### src/core/fps_pkg.sv
/*
  fps_pkg: constants shared by the flash program/erase host controller.
  assumes a 200 MHz core clock and a boot-block flash on an async parallel bus.
*/
`default_nettype none
package fps_pkg;
  // clock and strobe timing
  localparam int CLK_PERIOD_PS = 5000;
  localparam int WE_LOW_NS = 50; // least write strobe width
  localparam int RD_ACCESS_NS = 120; // least output valid time after strobes
  localparam int GAP_NS = 30; // least strobe high time between cycles
  localparam int WE_CYC = (WE_LOW_NS * 1000 + CLK_PERIOD_PS - 1) / CLK_PERIOD_PS;
  localparam int RD_CYC = (RD_ACCESS_NS * 1000 + CLK_PERIOD_PS - 1) / CLK_PERIOD_PS;
  localparam int GAP_CYC = (GAP_NS * 1000 + CLK_PERIOD_PS - 1) / CLK_PERIOD_PS;
  localparam int CNT_W = 6;
  // flash command codes
  localparam logic [7:0] CMD_READ_ARRAY = 8'hff;
  localparam logic [7:0] CMD_READ_STATUS = 8'h70;
  localparam logic [7:0] CMD_CLEAR_STATUS = 8'h50;
  localparam logic [7:0] CMD_PROGRAM = 8'h40;
  localparam logic [7:0] CMD_ERASE = 8'h20;
  localparam logic [7:0] CMD_CONFIRM = 8'hd0;
  localparam logic [7:0] CMD_SUSPEND = 8'hb0;
  // flash operation_status layout
  localparam int SR_READY = 7;
  localparam int SR_SUSP = 6;
  localparam int SR_ERASE_ERR = 5;
  localparam int SR_PROG_ERR = 4;
  localparam int SR_SUPPLY_ERR = 3;
  localparam logic [7:0] SR_USED_MASK = 8'hf8;
  // controller register offsets (byte addresses)
  localparam logic [4:0] REG_CTRL = 5'h00;
  localparam logic [4:0] REG_ADDR = 5'h04;
  localparam logic [4:0] REG_WDATA = 5'h08;
  localparam logic [4:0] REG_STAT = 5'h0c;
  localparam logic [4:0] REG_PINS = 5'h10;
  localparam logic [4:0] REG_RDATA = 5'h14;
  // ctrl / stat / pins fields
  localparam int CTRL_START = 3;
  localparam int STAT_BUSY = 0;
  localparam int STAT_DONE = 1;
  localparam int STAT_SR_LSB = 8;
  localparam int PIN_RESET = 0;
  localparam int PIN_WP = 1;
  localparam int PIN_ELEV = 2;
  localparam logic [2:0] PINS_RESET_VAL = 3'h0;
  localparam logic [1:0] AXI_OKAY = 2'h0;
  localparam logic [1:0] AXI_SLVERR = 2'h2;
  typedef enum logic [2:0] {
    OP_PROGRAM, OP_ERASE, OP_SUSPEND, OP_RESUME, OP_CLEAR, OP_READ, OP_STATUS
  } fps_op_t;
endpackage
`default_nettype wire

### src/core/fps_host.sv
/*
  fps_host: host controller driving a boot-block flash over its async pins.
  assumes software programs it over axi4-lite; dq is split into in/out/enable.
*/
// The placing of the registers and the AXI4-Lite interface to the registers were chosen for this implementation.
`default_nettype none
module fps_host
  import fps_pkg::*;
#(
  parameter int AW = 18
) (
  input wire logic clk,
  input wire logic sys_rst,
  input wire logic [5:0] s_axi_awaddr,
  input wire logic s_axi_awvalid,
  output logic s_axi_awready,
  input wire logic [31:0] s_axi_wdata,
  input wire logic [3:0] s_axi_wstrb,
  input wire logic s_axi_wvalid,
  output logic s_axi_wready,
  output logic [1:0] s_axi_bresp,
  output logic s_axi_bvalid,
  input wire logic s_axi_bready,
  input wire logic [5:0] s_axi_araddr,
  input wire logic s_axi_arvalid,
  output logic s_axi_arready,
  output logic [31:0] s_axi_rdata,
  output logic [1:0] s_axi_rresp,
  output logic s_axi_rvalid,
  input wire logic s_axi_rready,
  output logic [AW-1:0] flash_addr,
  output logic [15:0] flash_dq_o,
  output logic flash_dq_oe,
  input wire logic [15:0] flash_dq_i,
  output logic flash_ce_n,
  output logic flash_oe_n,
  output logic flash_we_n,
  output logic reset_powerdown_n,
  output logic flash_wp_n,
  output logic elevated_unlock_level
);
  typedef enum {S_IDLE, S_WR, S_RD, S_RDWAIT, S_GAP} fps_state_t;
  typedef enum {K_WRITE, K_READ, K_POLL, K_END} fps_kind_t;

  fps_state_t state_q;
  fps_op_t op_q;
  logic [2:0] step_q;
  logic [CNT_W-1:0] cnt_q;
  logic [AW-1:0] addr_q;
  logic [15:0] wdata_q, rdata_q;
  logic [7:0] sr_q;
  logic done_q;
  logic [2:0] pins_q;
  logic [15:0] dq_s1_q, dq_s2_q, dq_s3_q;
  logic aw_full_q, w_full_q;
  logic [5:0] awaddr_q;
  logic [31:0] wbus_q;
  fps_kind_t kind;
  logic [7:0] cmd;
  logic use_addr, wr_fire, start, poll_ready, susp_take, susp_q;

  // step table: what each step of each operation puts on the pins
  // command codes per step
  always_comb begin
    kind = K_END;
    cmd = CMD_READ_STATUS;
    use_addr = 1'b0;
    unique case (op_q)
      OP_PROGRAM: begin
        kind = (step_q == 3'd3) ? K_POLL : (step_q < 3'd3) ? K_WRITE : K_END;
        cmd = (step_q == 3'd0) ? CMD_PROGRAM : CMD_READ_STATUS;
        use_addr = (step_q < 3'd2);
      end
      // erase setup then confirm at block
      OP_ERASE: begin
        kind = (step_q == 3'd3) ? K_POLL : (step_q < 3'd3) ? K_WRITE : K_END;
        cmd = (step_q == 3'd0) ? CMD_ERASE : (step_q == 3'd1) ? CMD_CONFIRM : CMD_READ_STATUS;
        use_addr = (step_q < 3'd2);
      end
      OP_SUSPEND: begin
        kind = (step_q == 3'd2) ? K_POLL : (step_q < 3'd2) ? K_WRITE : K_END;
        cmd = (step_q == 3'd0) ? CMD_SUSPEND : CMD_READ_STATUS;
      end
      // chip select asserted with resume write
      OP_RESUME: begin
        kind = (step_q == 3'd2) ? K_POLL : (step_q < 3'd2) ? K_WRITE : K_END;
        cmd = (step_q == 3'd0) ? CMD_CONFIRM : CMD_READ_STATUS;
      end
      OP_CLEAR: begin
        kind = (step_q == 3'd0) ? K_WRITE : K_END;
        cmd = CMD_CLEAR_STATUS;
      end
      OP_READ: begin
        kind = (step_q == 3'd0) ? K_WRITE : (step_q == 3'd1) ? K_READ : K_END;
        cmd = CMD_READ_ARRAY;
        use_addr = (step_q == 3'd1);
      end
      OP_STATUS: begin
        kind = (step_q == 3'd0) ? K_WRITE : (step_q == 3'd1) ? K_POLL : K_END;
      end
      default: kind = K_END;
    endcase
  end

  // ready bit taken from low data lines
  assign poll_ready = dq_s3_q[SR_READY];

  // three-stage pin synchroniser on the data lines
  always_ff @(posedge clk) begin
    dq_s1_q <= flash_dq_i;
    dq_s2_q <= dq_s1_q;
    dq_s3_q <= dq_s2_q;
  end

  // axi write channel capture and response
  assign wr_fire = aw_full_q && w_full_q && !s_axi_bvalid;
  assign start = wr_fire && (awaddr_q[4:0] == REG_CTRL) && wbus_q[CTRL_START] && state_q == S_IDLE;
  // suspend accepted only while an erase runs
  assign susp_take = wr_fire && (awaddr_q[4:0] == REG_CTRL) && wbus_q[CTRL_START] && op_q == OP_ERASE
    && state_q != S_IDLE && fps_op_t'(wbus_q[2:0]) == OP_SUSPEND;
  always_ff @(posedge clk) begin
    if (sys_rst) begin
      aw_full_q <= 1'b0;
      w_full_q <= 1'b0;
      awaddr_q <= '0;
      wbus_q <= '0;
      s_axi_awready <= 1'b0;
      s_axi_wready <= 1'b0;
      s_axi_bvalid <= 1'b0;
      s_axi_bresp <= AXI_OKAY;
    end else begin
      s_axi_awready <= !aw_full_q && s_axi_awvalid && !s_axi_awready;
      s_axi_wready <= !w_full_q && s_axi_wvalid && !s_axi_wready;
      if (s_axi_awvalid && s_axi_awready) begin
        aw_full_q <= 1'b1;
        awaddr_q <= s_axi_awaddr;
      end
      if (s_axi_wvalid && s_axi_wready) begin
        w_full_q <= 1'b1;
        wbus_q <= s_axi_wdata;
      end
      if (wr_fire) begin
        aw_full_q <= 1'b0;
        w_full_q <= 1'b0;
        s_axi_bvalid <= 1'b1;
        s_axi_bresp <= (awaddr_q[4:0] > REG_RDATA || awaddr_q[1:0] != 2'h0) ? AXI_SLVERR : AXI_OKAY;
      end else if (s_axi_bready) begin
        s_axi_bvalid <= 1'b0;
      end
    end
  end

  // software registers: address, data, pin levels
  always_ff @(posedge clk) begin
    if (sys_rst) begin
      addr_q <= '0;
      wdata_q <= '0;
      pins_q <= PINS_RESET_VAL;
    end else if (wr_fire && s_axi_wstrb != 4'h0) begin
      if (awaddr_q[4:0] == REG_ADDR) addr_q <= wbus_q[AW-1:0];
      if (awaddr_q[4:0] == REG_WDATA) wdata_q <= wbus_q[15:0];
      if (awaddr_q[4:0] == REG_PINS) pins_q <= wbus_q[2:0];
    end
  end

  // write-protect, elevated unlock, reset clears flash status
  always_ff @(posedge clk) begin
    if (sys_rst) begin
      reset_powerdown_n <= 1'b0;
      flash_wp_n <= 1'b0;
      elevated_unlock_level <= 1'b0;
    end else begin
      reset_powerdown_n <= pins_q[PIN_RESET];
      flash_wp_n <= pins_q[PIN_WP];
      elevated_unlock_level <= pins_q[PIN_ELEV] && pins_q[PIN_RESET];
    end
  end

  // suspend request held until the erase poll in flight ends
  always_ff @(posedge clk) begin
    if (sys_rst) begin
      susp_q <= 1'b0;
    end else if (susp_take) begin
      susp_q <= 1'b1;
    end else if (state_q == S_IDLE || (state_q == S_RDWAIT && dq_s2_q == dq_s3_q)) begin
      susp_q <= 1'b0;
    end
  end

  // bus cycle sequencer
  always_ff @(posedge clk) begin
    if (sys_rst) begin
      state_q <= S_IDLE;
      op_q <= OP_STATUS;
      step_q <= '0;
      cnt_q <= '0;
      flash_ce_n <= 1'b1;
      flash_oe_n <= 1'b1;
      flash_we_n <= 1'b1;
      flash_dq_oe <= 1'b0;
      flash_dq_o <= '0;
      flash_addr <= '0;
      rdata_q <= '0;
      sr_q <= '0;
      done_q <= 1'b0;
    end else begin
      unique case (state_q)
        S_IDLE: begin
          if (start) begin
            op_q <= fps_op_t'(wbus_q[2:0]);
            step_q <= '0;
            state_q <= S_GAP;
            cnt_q <= '0;
          end
        end
        S_WR: begin
          cnt_q <= cnt_q + 1'b1;
          if (cnt_q == CNT_W'(WE_CYC - 1)) begin
            flash_ce_n <= 1'b1;
            flash_we_n <= 1'b1;
            step_q <= step_q + 1'b1;
            cnt_q <= '0;
            state_q <= S_GAP;
          end
        end
        S_RD: begin
          cnt_q <= cnt_q + 1'b1;
          if (cnt_q == CNT_W'(RD_CYC - 1)) state_q <= S_RDWAIT;
        end
        // sample once the two late stages agree
        S_RDWAIT: begin
          if (dq_s2_q == dq_s3_q) begin
            flash_ce_n <= 1'b1;
            flash_oe_n <= 1'b1;
            cnt_q <= '0;
            state_q <= S_GAP;
            if (kind == K_READ) begin
              rdata_q <= dq_s3_q;
              step_q <= step_q + 1'b1;
            end else begin
              sr_q <= dq_s3_q[7:0] & SR_USED_MASK;
              // keep polling status until ready; a pending suspend takes over
              if (susp_q) begin
                op_q <= OP_SUSPEND;
                step_q <= '0;
              end else if (poll_ready) begin
                step_q <= step_q + 1'b1;
              end
            end
          end
        end
        S_GAP: begin
          flash_dq_oe <= 1'b0;
          cnt_q <= cnt_q + 1'b1;
          if (cnt_q >= CNT_W'(GAP_CYC - 1)) begin
            cnt_q <= '0;
            flash_addr <= use_addr ? addr_q : '0;
            unique case (kind)
              K_WRITE: begin
                flash_dq_o <= (op_q == OP_PROGRAM && step_q == 3'd1) ? wdata_q : {8'h00, cmd};
                flash_dq_oe <= 1'b1;
                flash_ce_n <= 1'b0;
                flash_we_n <= 1'b0;
                state_q <= S_WR;
              end
              K_READ, K_POLL: begin
                flash_ce_n <= 1'b0;
                flash_oe_n <= 1'b0;
                state_q <= S_RD;
              end
              K_END: begin
                done_q <= 1'b1;
                state_q <= S_IDLE;
              end
            endcase
          end
        end
      endcase
      // done is cleared by a start; a finishing op in that cycle cannot coincide
      if (start) done_q <= 1'b0;
    end
  end

  // axi read channel
  always_ff @(posedge clk) begin
    if (sys_rst) begin
      s_axi_arready <= 1'b0;
      s_axi_rvalid <= 1'b0;
      s_axi_rdata <= '0;
      s_axi_rresp <= AXI_OKAY;
    end else begin
      s_axi_arready <= s_axi_arvalid && !s_axi_arready && !s_axi_rvalid;
      if (s_axi_arvalid && s_axi_arready) begin
        s_axi_rvalid <= 1'b1;
        s_axi_rresp <= AXI_OKAY;
        unique case (s_axi_araddr[4:0])
          REG_CTRL: s_axi_rdata <= {29'h0, op_q};
          REG_ADDR: s_axi_rdata <= 32'(addr_q);
          REG_WDATA: s_axi_rdata <= {16'h0, wdata_q};
          REG_STAT: s_axi_rdata <= {16'h0, sr_q, 6'h0, done_q, state_q != S_IDLE};
          REG_PINS: s_axi_rdata <= {29'h0, pins_q};
          REG_RDATA: s_axi_rdata <= {16'h0, rdata_q};
          default: begin
            s_axi_rdata <= '0;
            s_axi_rresp <= AXI_SLVERR;
          end
        endcase
      end else if (s_axi_rready) begin
        s_axi_rvalid <= 1'b0;
      end
    end
  end
endmodule
`default_nettype wire

### config.mk
export PLATFORM = sky130hd
export DESIGN_NAME = fps_host
export DESIGN_NICKNAME = d
export VERILOG_FILES = /design/src/core/fps_pkg.sv /design/src/core/fps_host.sv
export SDC_FILE = /design/constraint.sdc
export NUM_CORES = 1
export LEC_CHECK = 0
export BUFFER_PORTS_ARGS = -buffer_cell sky130_fd_sc_hd__buf_2
export CELL_PAD_IN_SITES_DETAIL_PLACEMENT = 1
export CELL_PAD_IN_SITES_GLOBAL_PLACEMENT = 2
export CORE_MARGIN = 8
export CORE_UTILIZATION = 30
export CTS_CLUSTER_SIZE = 10
export DETAILED_ROUTE_END_ITERATION = 16
export GPL_ROUTABILITY_DRIVEN = 0
export PLACE_DENSITY_LB_ADDON = 0.1
export SYNTH_ARGS = -nofsm -noshare
export SYNTH_HDL_FRONTEND = slang
export SYNTH_SLANG_ARGS = --single-unit
export TNS_END_PERCENT = 30
### constraint.sdc
create_clock -name clk -period 3.14 [get_ports clk]
set_clock_uncertainty 0.2 [all_clocks]
set_input_delay 0.157 -clock clk [delete_from_list [all_inputs] [get_ports clk]]
set_output_delay 0.157 -clock clk [all_outputs]
set_load 0.03 [all_outputs]
; ---- After elaboration in Yosys (flattened, before gate mapping)
; Index checks and enable logic that the tools add are counted.
[totals]
in_bits = 71
output_inout_bits = 82
register_bits = 259
word_cells = 218
[classes]
n_reduce_logical = 70
mux = 65
n_lt_le_gt_ge = 4
bitwise_logic = 1
n_eq_ne = 41
addsub = 2
[ops]
columns = operator, count
row1 = equality test 32 x 2 -> 1 bit (second input constant), 5
row2 = two-way mux 32 bit, 5
row3 = one-hot mux 32 bit (5 select lines), 1
row4 = one-hot mux 18 bit (6 select lines), 1
row5 = logical NOT 32 bit, 3
row6 = one-hot mux 32 bit (3 select lines), 1
row7 = equality test 32 x 1 -> 1 bit (second input constant), 2
row8 = equality test 32 x 3 -> 1 bit (second input constant), 2
row9 = one-hot mux 8 bit (6 select lines), 1
row10 = two-way mux 8 bit, 4
row11 = nonzero test 32 bit, 1
row12 = two-way mux 3 bit, 10
row13 = two-way mux 6 bit, 5
row14 = one-hot mux 6 bit (5 select lines), 1
row15 = logical AND 1 bit, 21
row16 = two-way mux 2 bit, 10
row17 = inequality test 2 bit (second input constant), 10
row18 = AND reduction 5 bit, 4
row19 = two-way mux 18 bit, 1
row20 = two-way mux 1 bit, 17
row21 = equality test 16 bit, 1
row22 = two-way mux 16 bit, 1
row23 = equality test 3 x 2 -> 1 bit (second input constant), 5
row24 = equality test 5 x 4 -> 1 bit (second input constant), 3
row25 = other kinds (31), 68

; ---- Logic depth before layout (Yosys ltp)
; Gate-level depths: netlist of run 1.
[depth]
ltp_word = 9
ltp_mapped = 12
depth_no_buf = 12

; ---- Worst setup path after synthesis of run 1
; No wires, ideal clock.
[synth_path]
path_type = register to register
start = register op_q[2]
end = register op_q[2]
setup_ps = 122
n_path_buf = 1
t_arrival_ps = 2707
synth_period_minus_slack_ps = 3029
required_time_ps = 2818
slack_ps = 111
stages_incl_launch_ff = 12
cell_sequence = dfxtp_1 > clkbuf_1 > inv_1 > ha_1 > a211o_1 > a21boi_0 > and3_1 > ha_1 > nor2_1 > a21oi_1 > or3_1 > a221o_1
[synth_via]
elab_chain_cells = 6
elab_cells_between_ends = 13
cone_classes = eq/ne: 8 / mux: 1 / reduce/logical: 4
[synth_rtl]
columns = element, line_no
row1 = from (decl), fps_host.sv:46  ; fps_op_t op_q;
row2 = from (signal assigned), fps_host.sv:210  ; op_q <= fps_op_t'(wbus_q[2:0]);
row3 = "equality test 3 x 2 -> 1 bit, or another cell as far along", fps_host.sv:68  ; unique case (op_q)
row4 = OR reduction 2 bit (no line), n/a
row5 = one-hot mux 2 bit (5 select lines) (*), fps_host.sv:68
row6 = equality test 32 x 2 -> 1 bit (*), fps_host.sv:237  ; if (kind == K_READ) begin
row7 = inequality test 2 bit (no line) (*), n/a
row8 = AND reduction 5 bit (no line) (*), n/a
; Every way passes the cells marked *; elsewhere a longest branch is shown, timed or not.
; A chain may end at the register's enable or synchronous reset.

; ---- Final worst setup path of run 1
[layout_path]
start = register op_q[1]
end = register op_q[2]
; Same word-level chain as after synthesis.

==> results.tsv, run 1 <==
metric	value	unit
hp-start	flash_dq_i[10]	
portBuffers	120	
ys_ff_latch	214	
via_per_inst	4.90	
critPathLaunchType	flop	
slew_headroom	0.481	
area_delta_synth_final	27.2	%
fmax	342	MHz
seq_area_frac_synth	0.523	
total_power	5.97	mW
core_area	26900	um2
worst_setup_path_end_kind	flop	
placed_cell_area	9120	um2
p_leak	4.44	nW
num-fill-cells	3129	
cts_inserted_buffers	26	
criticalPathCategory	reg -> reg	
hold_violations	0	
grt_pass1_vias	7146	
worstPathRequired	3340	ps
async_flop_share	0	
routed_wl	26.9	mm
dp_hpwl	19.0	mm
cp_max_fo	5	
die_w	181	um
antenna_found_initial	0	
hold_ws	67.5	ps
via_count	6873	
die_h	181	um
grt_pass1_wl	42.0	mm
power_density	573	nW/um2
hold_end	dq_s1_q[10]	
postCtsSetupBuffers	0	
avgSynthCellArea	9.24	um2
r2r_slack	210	ps
cts.sinks	214	
critPathMaxStageDelay	410	ps
fin_util	0.388	
antenna_cells	0	
clk_pin_slew_worst_paths	50	ps
rr_worst_depth	10	
status	completed	
setup_tns	0	ps
drtIter0Drc	367	
reg2reg_to	op_q[2]	
drive_gt1_frac	0.181	
crit_family	compound AO/OA/AOI/OAI gates	
floorplan.rows	60	
drv_cap	0	
dr.pass1.iters	6	
tightest_slew	771	ps
rsz0062_at_grt	false	
hold_path.class	in -> reg	
crit_path_start	op_q[1]	
r2r_start	op_q[1]	
vdd_drop_max	0.000382	V
initial_core_util	0.305	
path_buf_inv	1	
htreeDepth	1	
slowest_stage	or3_1	
die_area	32800	um2
yosys_warnings	0	
synthCells	887	
grt_max_degree	129	
post-route-period-util	0.932	
holdPathStages	2	
clockRootBuffer	clkbuf_16	
ant_nets	0	
final-setup-viol-count	0	
drc	0	
cts_tree	built	
cts_buffer_depth	3	
synth_edf_count	0	
pin_count	153	
final_cell_area	10400	um2
worst_skew_pair.late_latency	520	ps
fin_nets	1140	
period_minus_slack	2930	ps
crit_top_cell	ha_1	
worst-endpoint-arrival	3130	ps
track_usage	0.160	
avgRoutedWirePerCell	19.2	um
synth_flop_cell	dfxtp_1	
ys_types	55	
grt_overflow	0	
slew_violations	0	
netlist_area	8190	um2
cp_cell_sequence	inv_1, ha_1, a211o_1, a21boi_0, and3_1, ha_1, nor2_1, a21oi_1, or3_1, a221o_1	
## how the worst max path moves through the flow
stage | slack [ps] | cells after the start | to
after floorplan | 110 | 11 | op_q[2]
after global placement | 170 | 11 | op_q[2]
after detailed placement | 130 | 11 | op_q[2]
after CTS | 90 | 11 | op_q[2]
after global routing | 7 | 10 | op_q[2]
final | 210 | 10 | op_q[2]
## placed cells by master (no fill, tap or decap), types with 3 or more instances in the layout
master	n
a21oi_1	77
a222oi_1	16
a22oi_1	22
a31o_2	5
a31oi_1	8
a32oi_1	4
and2_1	3
buf_2	119
buf_4	18
clkbuf_1	7
clkbuf_16	26
conb_1	16
dfxtp_1	213
dlygate4sd3_1	55
ha_1	15
inv_1	14
mux2i_1	54
nand2_1	101
nand2b_1	6
nand3_1	24
nand3b_1	6
nand4_1	6
nor2_1	134
nor2b_1	5
nor3_1	15
nor4_1	3
nor4b_1	6
o21ai_0	15
or2_2	3
or3_1	6
xnor2_1	17
## logic make-up (layout without fill, tap and decap cells)
| kind of cell | count (synthesis) | after routing | share of synthesized area |
|---|---|---|---|
| AND/OR/NAND/NOR | 332 | 332 | 0.186 |
| flip-flops | 214 | 214 | 0.523 |
| AO/OA/AOI/OAI | 166 | 166 | 0.132 |
| buffers and inverters | 85 | 245 | 0.0473 |
| multiplexers | 56 | 56 | 0.0687 |
| XOR/XNOR | 17 | 17 | 0.0182 |
| adder cells (fa/ha/maj) | 16 | 16 | 0.0244 |
| other | 1 | 16 | 0.000458 |
## worst reg2reg max path, delay by kind of cell (launching register included)
family | cells | cell delay, ps
buf+inv | 1 | 80
fa+ha+maj | 2 | 490
simple gates | 3 | 790
flops | 1 | 370
compound gates | 4 | 870
## where the power goes
part | internal, mW | total [mW] | switching, mW | leakage [nW]
sequential | 2.78 | 2.83 | 0.0561 | 1.74
clock | 1.60 | 2.69 | 1.09 | 0.361
combinational | 0.179 | 0.454 | 0.275 | 2.33
total | 4.56 | 5.97 | 1.42 | 4.44
## through the flow
| step | std cells | setup WS, ps |
|---|---|---|
| floorplan | 902 | 111 |
| global placement | 1311 | 168 |
| detailed placement | 1311 | 127 |
| CTS | 1403 | 93.6 |
| global route | 1403 | 7.12 |
| finish | 1403 | 213 |
## synth_stat cells (all sizes together), types with 7 or more instances
library cell	instances	area, um2
nand3	24	120
o21ai	16	80.1
a21oi	77	385
a22oi	22	165
nor3	18	105
a222oi	16	160
xnor2	17	149
buf	29	178
inv	14	52.6
clkbuf	42	158
nand2	101	379
mux2i	54	541
a31oi	8	50.1
nor2	134	503
dfxtp	214	4280
ha	16	200
or3	7	48.8
## timing repair
action,4_1_cts,5_1_grt
hold endpoints to repair,62,0
hold buffers,55,0
setup endpoints to repair,0,4
resized for setup,0,4
## final cells by class
class | count | area, um2 | area share
clock buffers | 34 | 691 | 0.0663
multi-input cells | 603 | 3590 | 0.345
inverters | 14 | 52.6 | 0.00504
well taps | 341 | 427 | 0.0410
flip-flops and latches | 214 | 4290 | 0.411
repair buffers | 194 | 1320 | 0.127
clock inverters | 3 | 51.3 | 0.00492
## metal layers
layer / GRT usage / part of all wire / up-vias
li1: - / - / 3380
met1: 0.195 / 0.44 / 3335
met2: 0.291 / 0.51 / 119
met3: 0.0255 / 0.033 / 39
met4: 0.0344 / 0.018 / 0
met5: 0 / 0 / -
## registers in the layout (all words and copies together) (netlist names), 6 cells and up
signal and cells:
wdata_q 16, dq_s2_q 16, s_axi_rdata 18, flash_dq_o 16, cnt_q 6, flash_addr 18, dq_s1_q 16, addr_q 18
wbus_q 18, rdata_q 16, dq_s3_q 16
(Power assumes the default switching activity.)
==> run 2, diff against run 1 <==
- CORE_UTILIZATION: 30 -> 35
- clock period: 3.14 -> 3.4 ns (I/O delays scaled with it)
==> run 2 against run 1 <==
First-iteration DRC count grew 22%. Maximum frequency down 2.8%. Final cell count decreased by 1.7%. Clock power fell by 6%. Global-route usage increased by 1.8 points. Worst hold slack lost 6.1 ps. Largest power group unchanged.
==> results.tsv, run 2 (same netlist as run 1, synthesis figures left out) <==
metric	value	unit	change
p_comb_frac	0.075		was 0.076
pin_count	153		unchanged
hold_path.class	in -> reg		unchanged
clockRootBuffer	clkbuf_16		unchanged
worst_skew_pair.late_latency	530	ps	was 520 ps
area_delta_synth_final	26.9	%	was 27.2%
initial_core_util	0.353		was 0.305
dp_cells	1288		was 1311
post-route-period-util	0.886		was 0.932
cts_tree	built		unchanged
p_leak	4.45	nW	was 4.44 nW
fin_nets	1140		unchanged
grt_overflow	0		unchanged
hold_violations	0		unchanged
cts_buffer_depth	3		unchanged
dp_hpwl	18.1	mm	was 19.0 mm
via_per_inst	5.02		was 4.90
crit_top_cell	ha_1		unchanged
slowest_stage	dfxtp_1		was or3_1
status	completed		unchanged
antenna_found_initial	0		unchanged
period_minus_slack	3010	ps	was 2930 ps
final-setup-viol-count	0		unchanged
via_count	6919		was 6873
layout.cells.non_filler	1379		was 1403
slew_violations	0		unchanged
drc	0		unchanged
vdd_drop_max	0.000321	V	was 0.000382 V
p_int	4.24	mW	was 4.56 mW
cp_max_fo	6		was 5
drv_cap	0		unchanged
fmax	332	MHz	was 342 MHz
clk_pin_slew_worst_paths	50	ps	about the same
rsz0062_at_grt	false		unchanged
cts_resized	0		unchanged
die_w	169	um	was 181 um
r2r_start	step_q[1]		was op_q[1]
layout_commonest_cell	dfxtp_1		unchanged
ant_nets	0		unchanged
floorplan.rows	56		was 60
die_area	28600	um2	was 32800 um2
cts_inserted_buffers	26		unchanged
drive_gt1_frac	0.180		was 0.181
holdPathStages	4		was 2
worstPathRequired	3600	ps	was 3340 ps
routed_wl	26.0	mm	was 26.9 mm
portBuffers	120		unchanged
reg2reg_to	op_q[2]		unchanged
die_h	169	um	was 181 um
worst-endpoint-arrival	3210	ps	was 3130 ps
postCtsSetupBuffers	0		unchanged
avgRoutedWirePerCell	18.9	um	was 19.2 um
dr.pass1.iters	7		was 6
power_density	535	nW/um2	was 573 nW/um2
p_clk_frac	0.455		was 0.450
slew_headroom	0.506		was 0.481
cp_cell_sequence	inv_1, ha_1, nor2b_1, o21ai_0, nand3_1, and3_1, ha_1, nor2_1, a21oi_1, or3_1, a221o_1		was inv_1, ha_1, a211o_1, a21boi_0, and3_1, ha_1, nor2_1, a21oi_1, or3_1, a221o_1
critPathLaunchType	flop		unchanged
seqPwrFrac	0.470		was 0.474
worst_setup_path_end_kind	flop		unchanged
critPathMaxStageDelay	410	ps	about the same
grt_pass1_wl	40.7	mm	was 42.0 mm
core_area	23200	um2	was 26900 um2
r2r_slack	390	ps	was 210 ps
track_usage	0.178		was 0.160
holdBufCountCts	56		was 55
antenna_cells	0		unchanged
grt_max_degree	130		was 129
setup_tns	0	ps	unchanged
cts.sinks	214		unchanged
drtIter0Drc	447		was 367
criticalPathCategory	reg -> reg		unchanged
num-fill-cells	2685		was 3129
switching_share	0.237		about the same
p_sw	1.32	mW	was 1.42 mW
layout_common_cells	214 x dfxtp_1, 134 x nor2_1, 119 x buf_2, 101 x nand2_1, 77 x a21oi_1		was 213 x dfxtp_1, 134 x nor2_1, 119 x buf_2, 101 x nand2_1, 77 x a21oi_1
tightest_slew	735	ps	was 771 ps
htreeDepth	1		unchanged
fin_util	0.448		was 0.388
hold_end	s_axi_rresp[1]		was dq_s1_q[10]
hp-start	s_axi_araddr[0]		was flash_dq_i[10]
grt_pass1_vias	7192		was 7146
rr_worst_depth	11		was 10
## run 2: critical path: cells and delay by family (launching register included)
family	cells	cell delay, ps
simple gates	5	1070
compound gates	3	610
fa+ha+maj	2	490
flops	1	410
buf+inv	1	120
## run 2: worst max path at each step
stage,start,endpoint,slack [ps],cells past startpoint
floorplan,op_q[2],op_q[2],370,11
global placement,step_q[1],op_q[2],450,11
detailed placement,step_q[1],op_q[2],400,11
CTS,step_q[1],op_q[2],380,11
global route,step_q[1],op_q[2],160,11
finish,step_q[1],op_q[2],390,11
## run 2: power by group through the flow
stage	logic [mW]	clock network [mW]	registers (mW)
floorplan	0.270	0	2.65
global placement	0.373	0	2.67
detailed placement	0.372	0	2.67
global route	0.460	2.70	2.62
finish	0.418	2.53	2.62
CTS	0.420	2.60	2.62
## run 2: layout make-up
| class | count | area [um2] | share of cell area |
|---|---|---|---|
| Sequential cell | 214 | 4280 | 0.412 |
| Multi-Input combinational cell | 603 | 3580 | 0.345 |
| Timing Repair Buffer | 194 | 1320 | 0.127 |
| Clock buffer | 32 | 703 | 0.0676 |
| Tap cell | 319 | 399 | 0.0384 |
| Inverter | 14 | 52.6 | 0.00505 |
| Clock inverter | 3 | 51.3 | 0.00493 |
## run 2: per-layer routing
metal | vias up | share of wire | GRT usage | wire length, um
li1 | 3376 | - | - | -
met1 | 3382 | 0.44 | 0.221 | 11400
met2 | 127 | 0.50 | 0.315 | 13000
met3 | 34 | 0.041 | 0.0314 | 1080
met4 | 0 | 0.017 | 0.0439 | 454
met5 | - | 0 | 0 | 0
## run 2: per-stage QoR
stage | setup slack [ps] | hold slack, ps | total power, mW | cell area, um2
floorplan | 371 | -2.28 | 2.92 | 8250
global placement | 447 | 73.3 | 3.04 | 9080
detailed placement | 400 | 74.1 | 3.04 | 9080
CTS | 378 | 32.6 | 5.63 | 10400
global route | 163 | 61.6 | 5.78 | 10400
finish | 387 | 61.4 | 5.56 | 10400
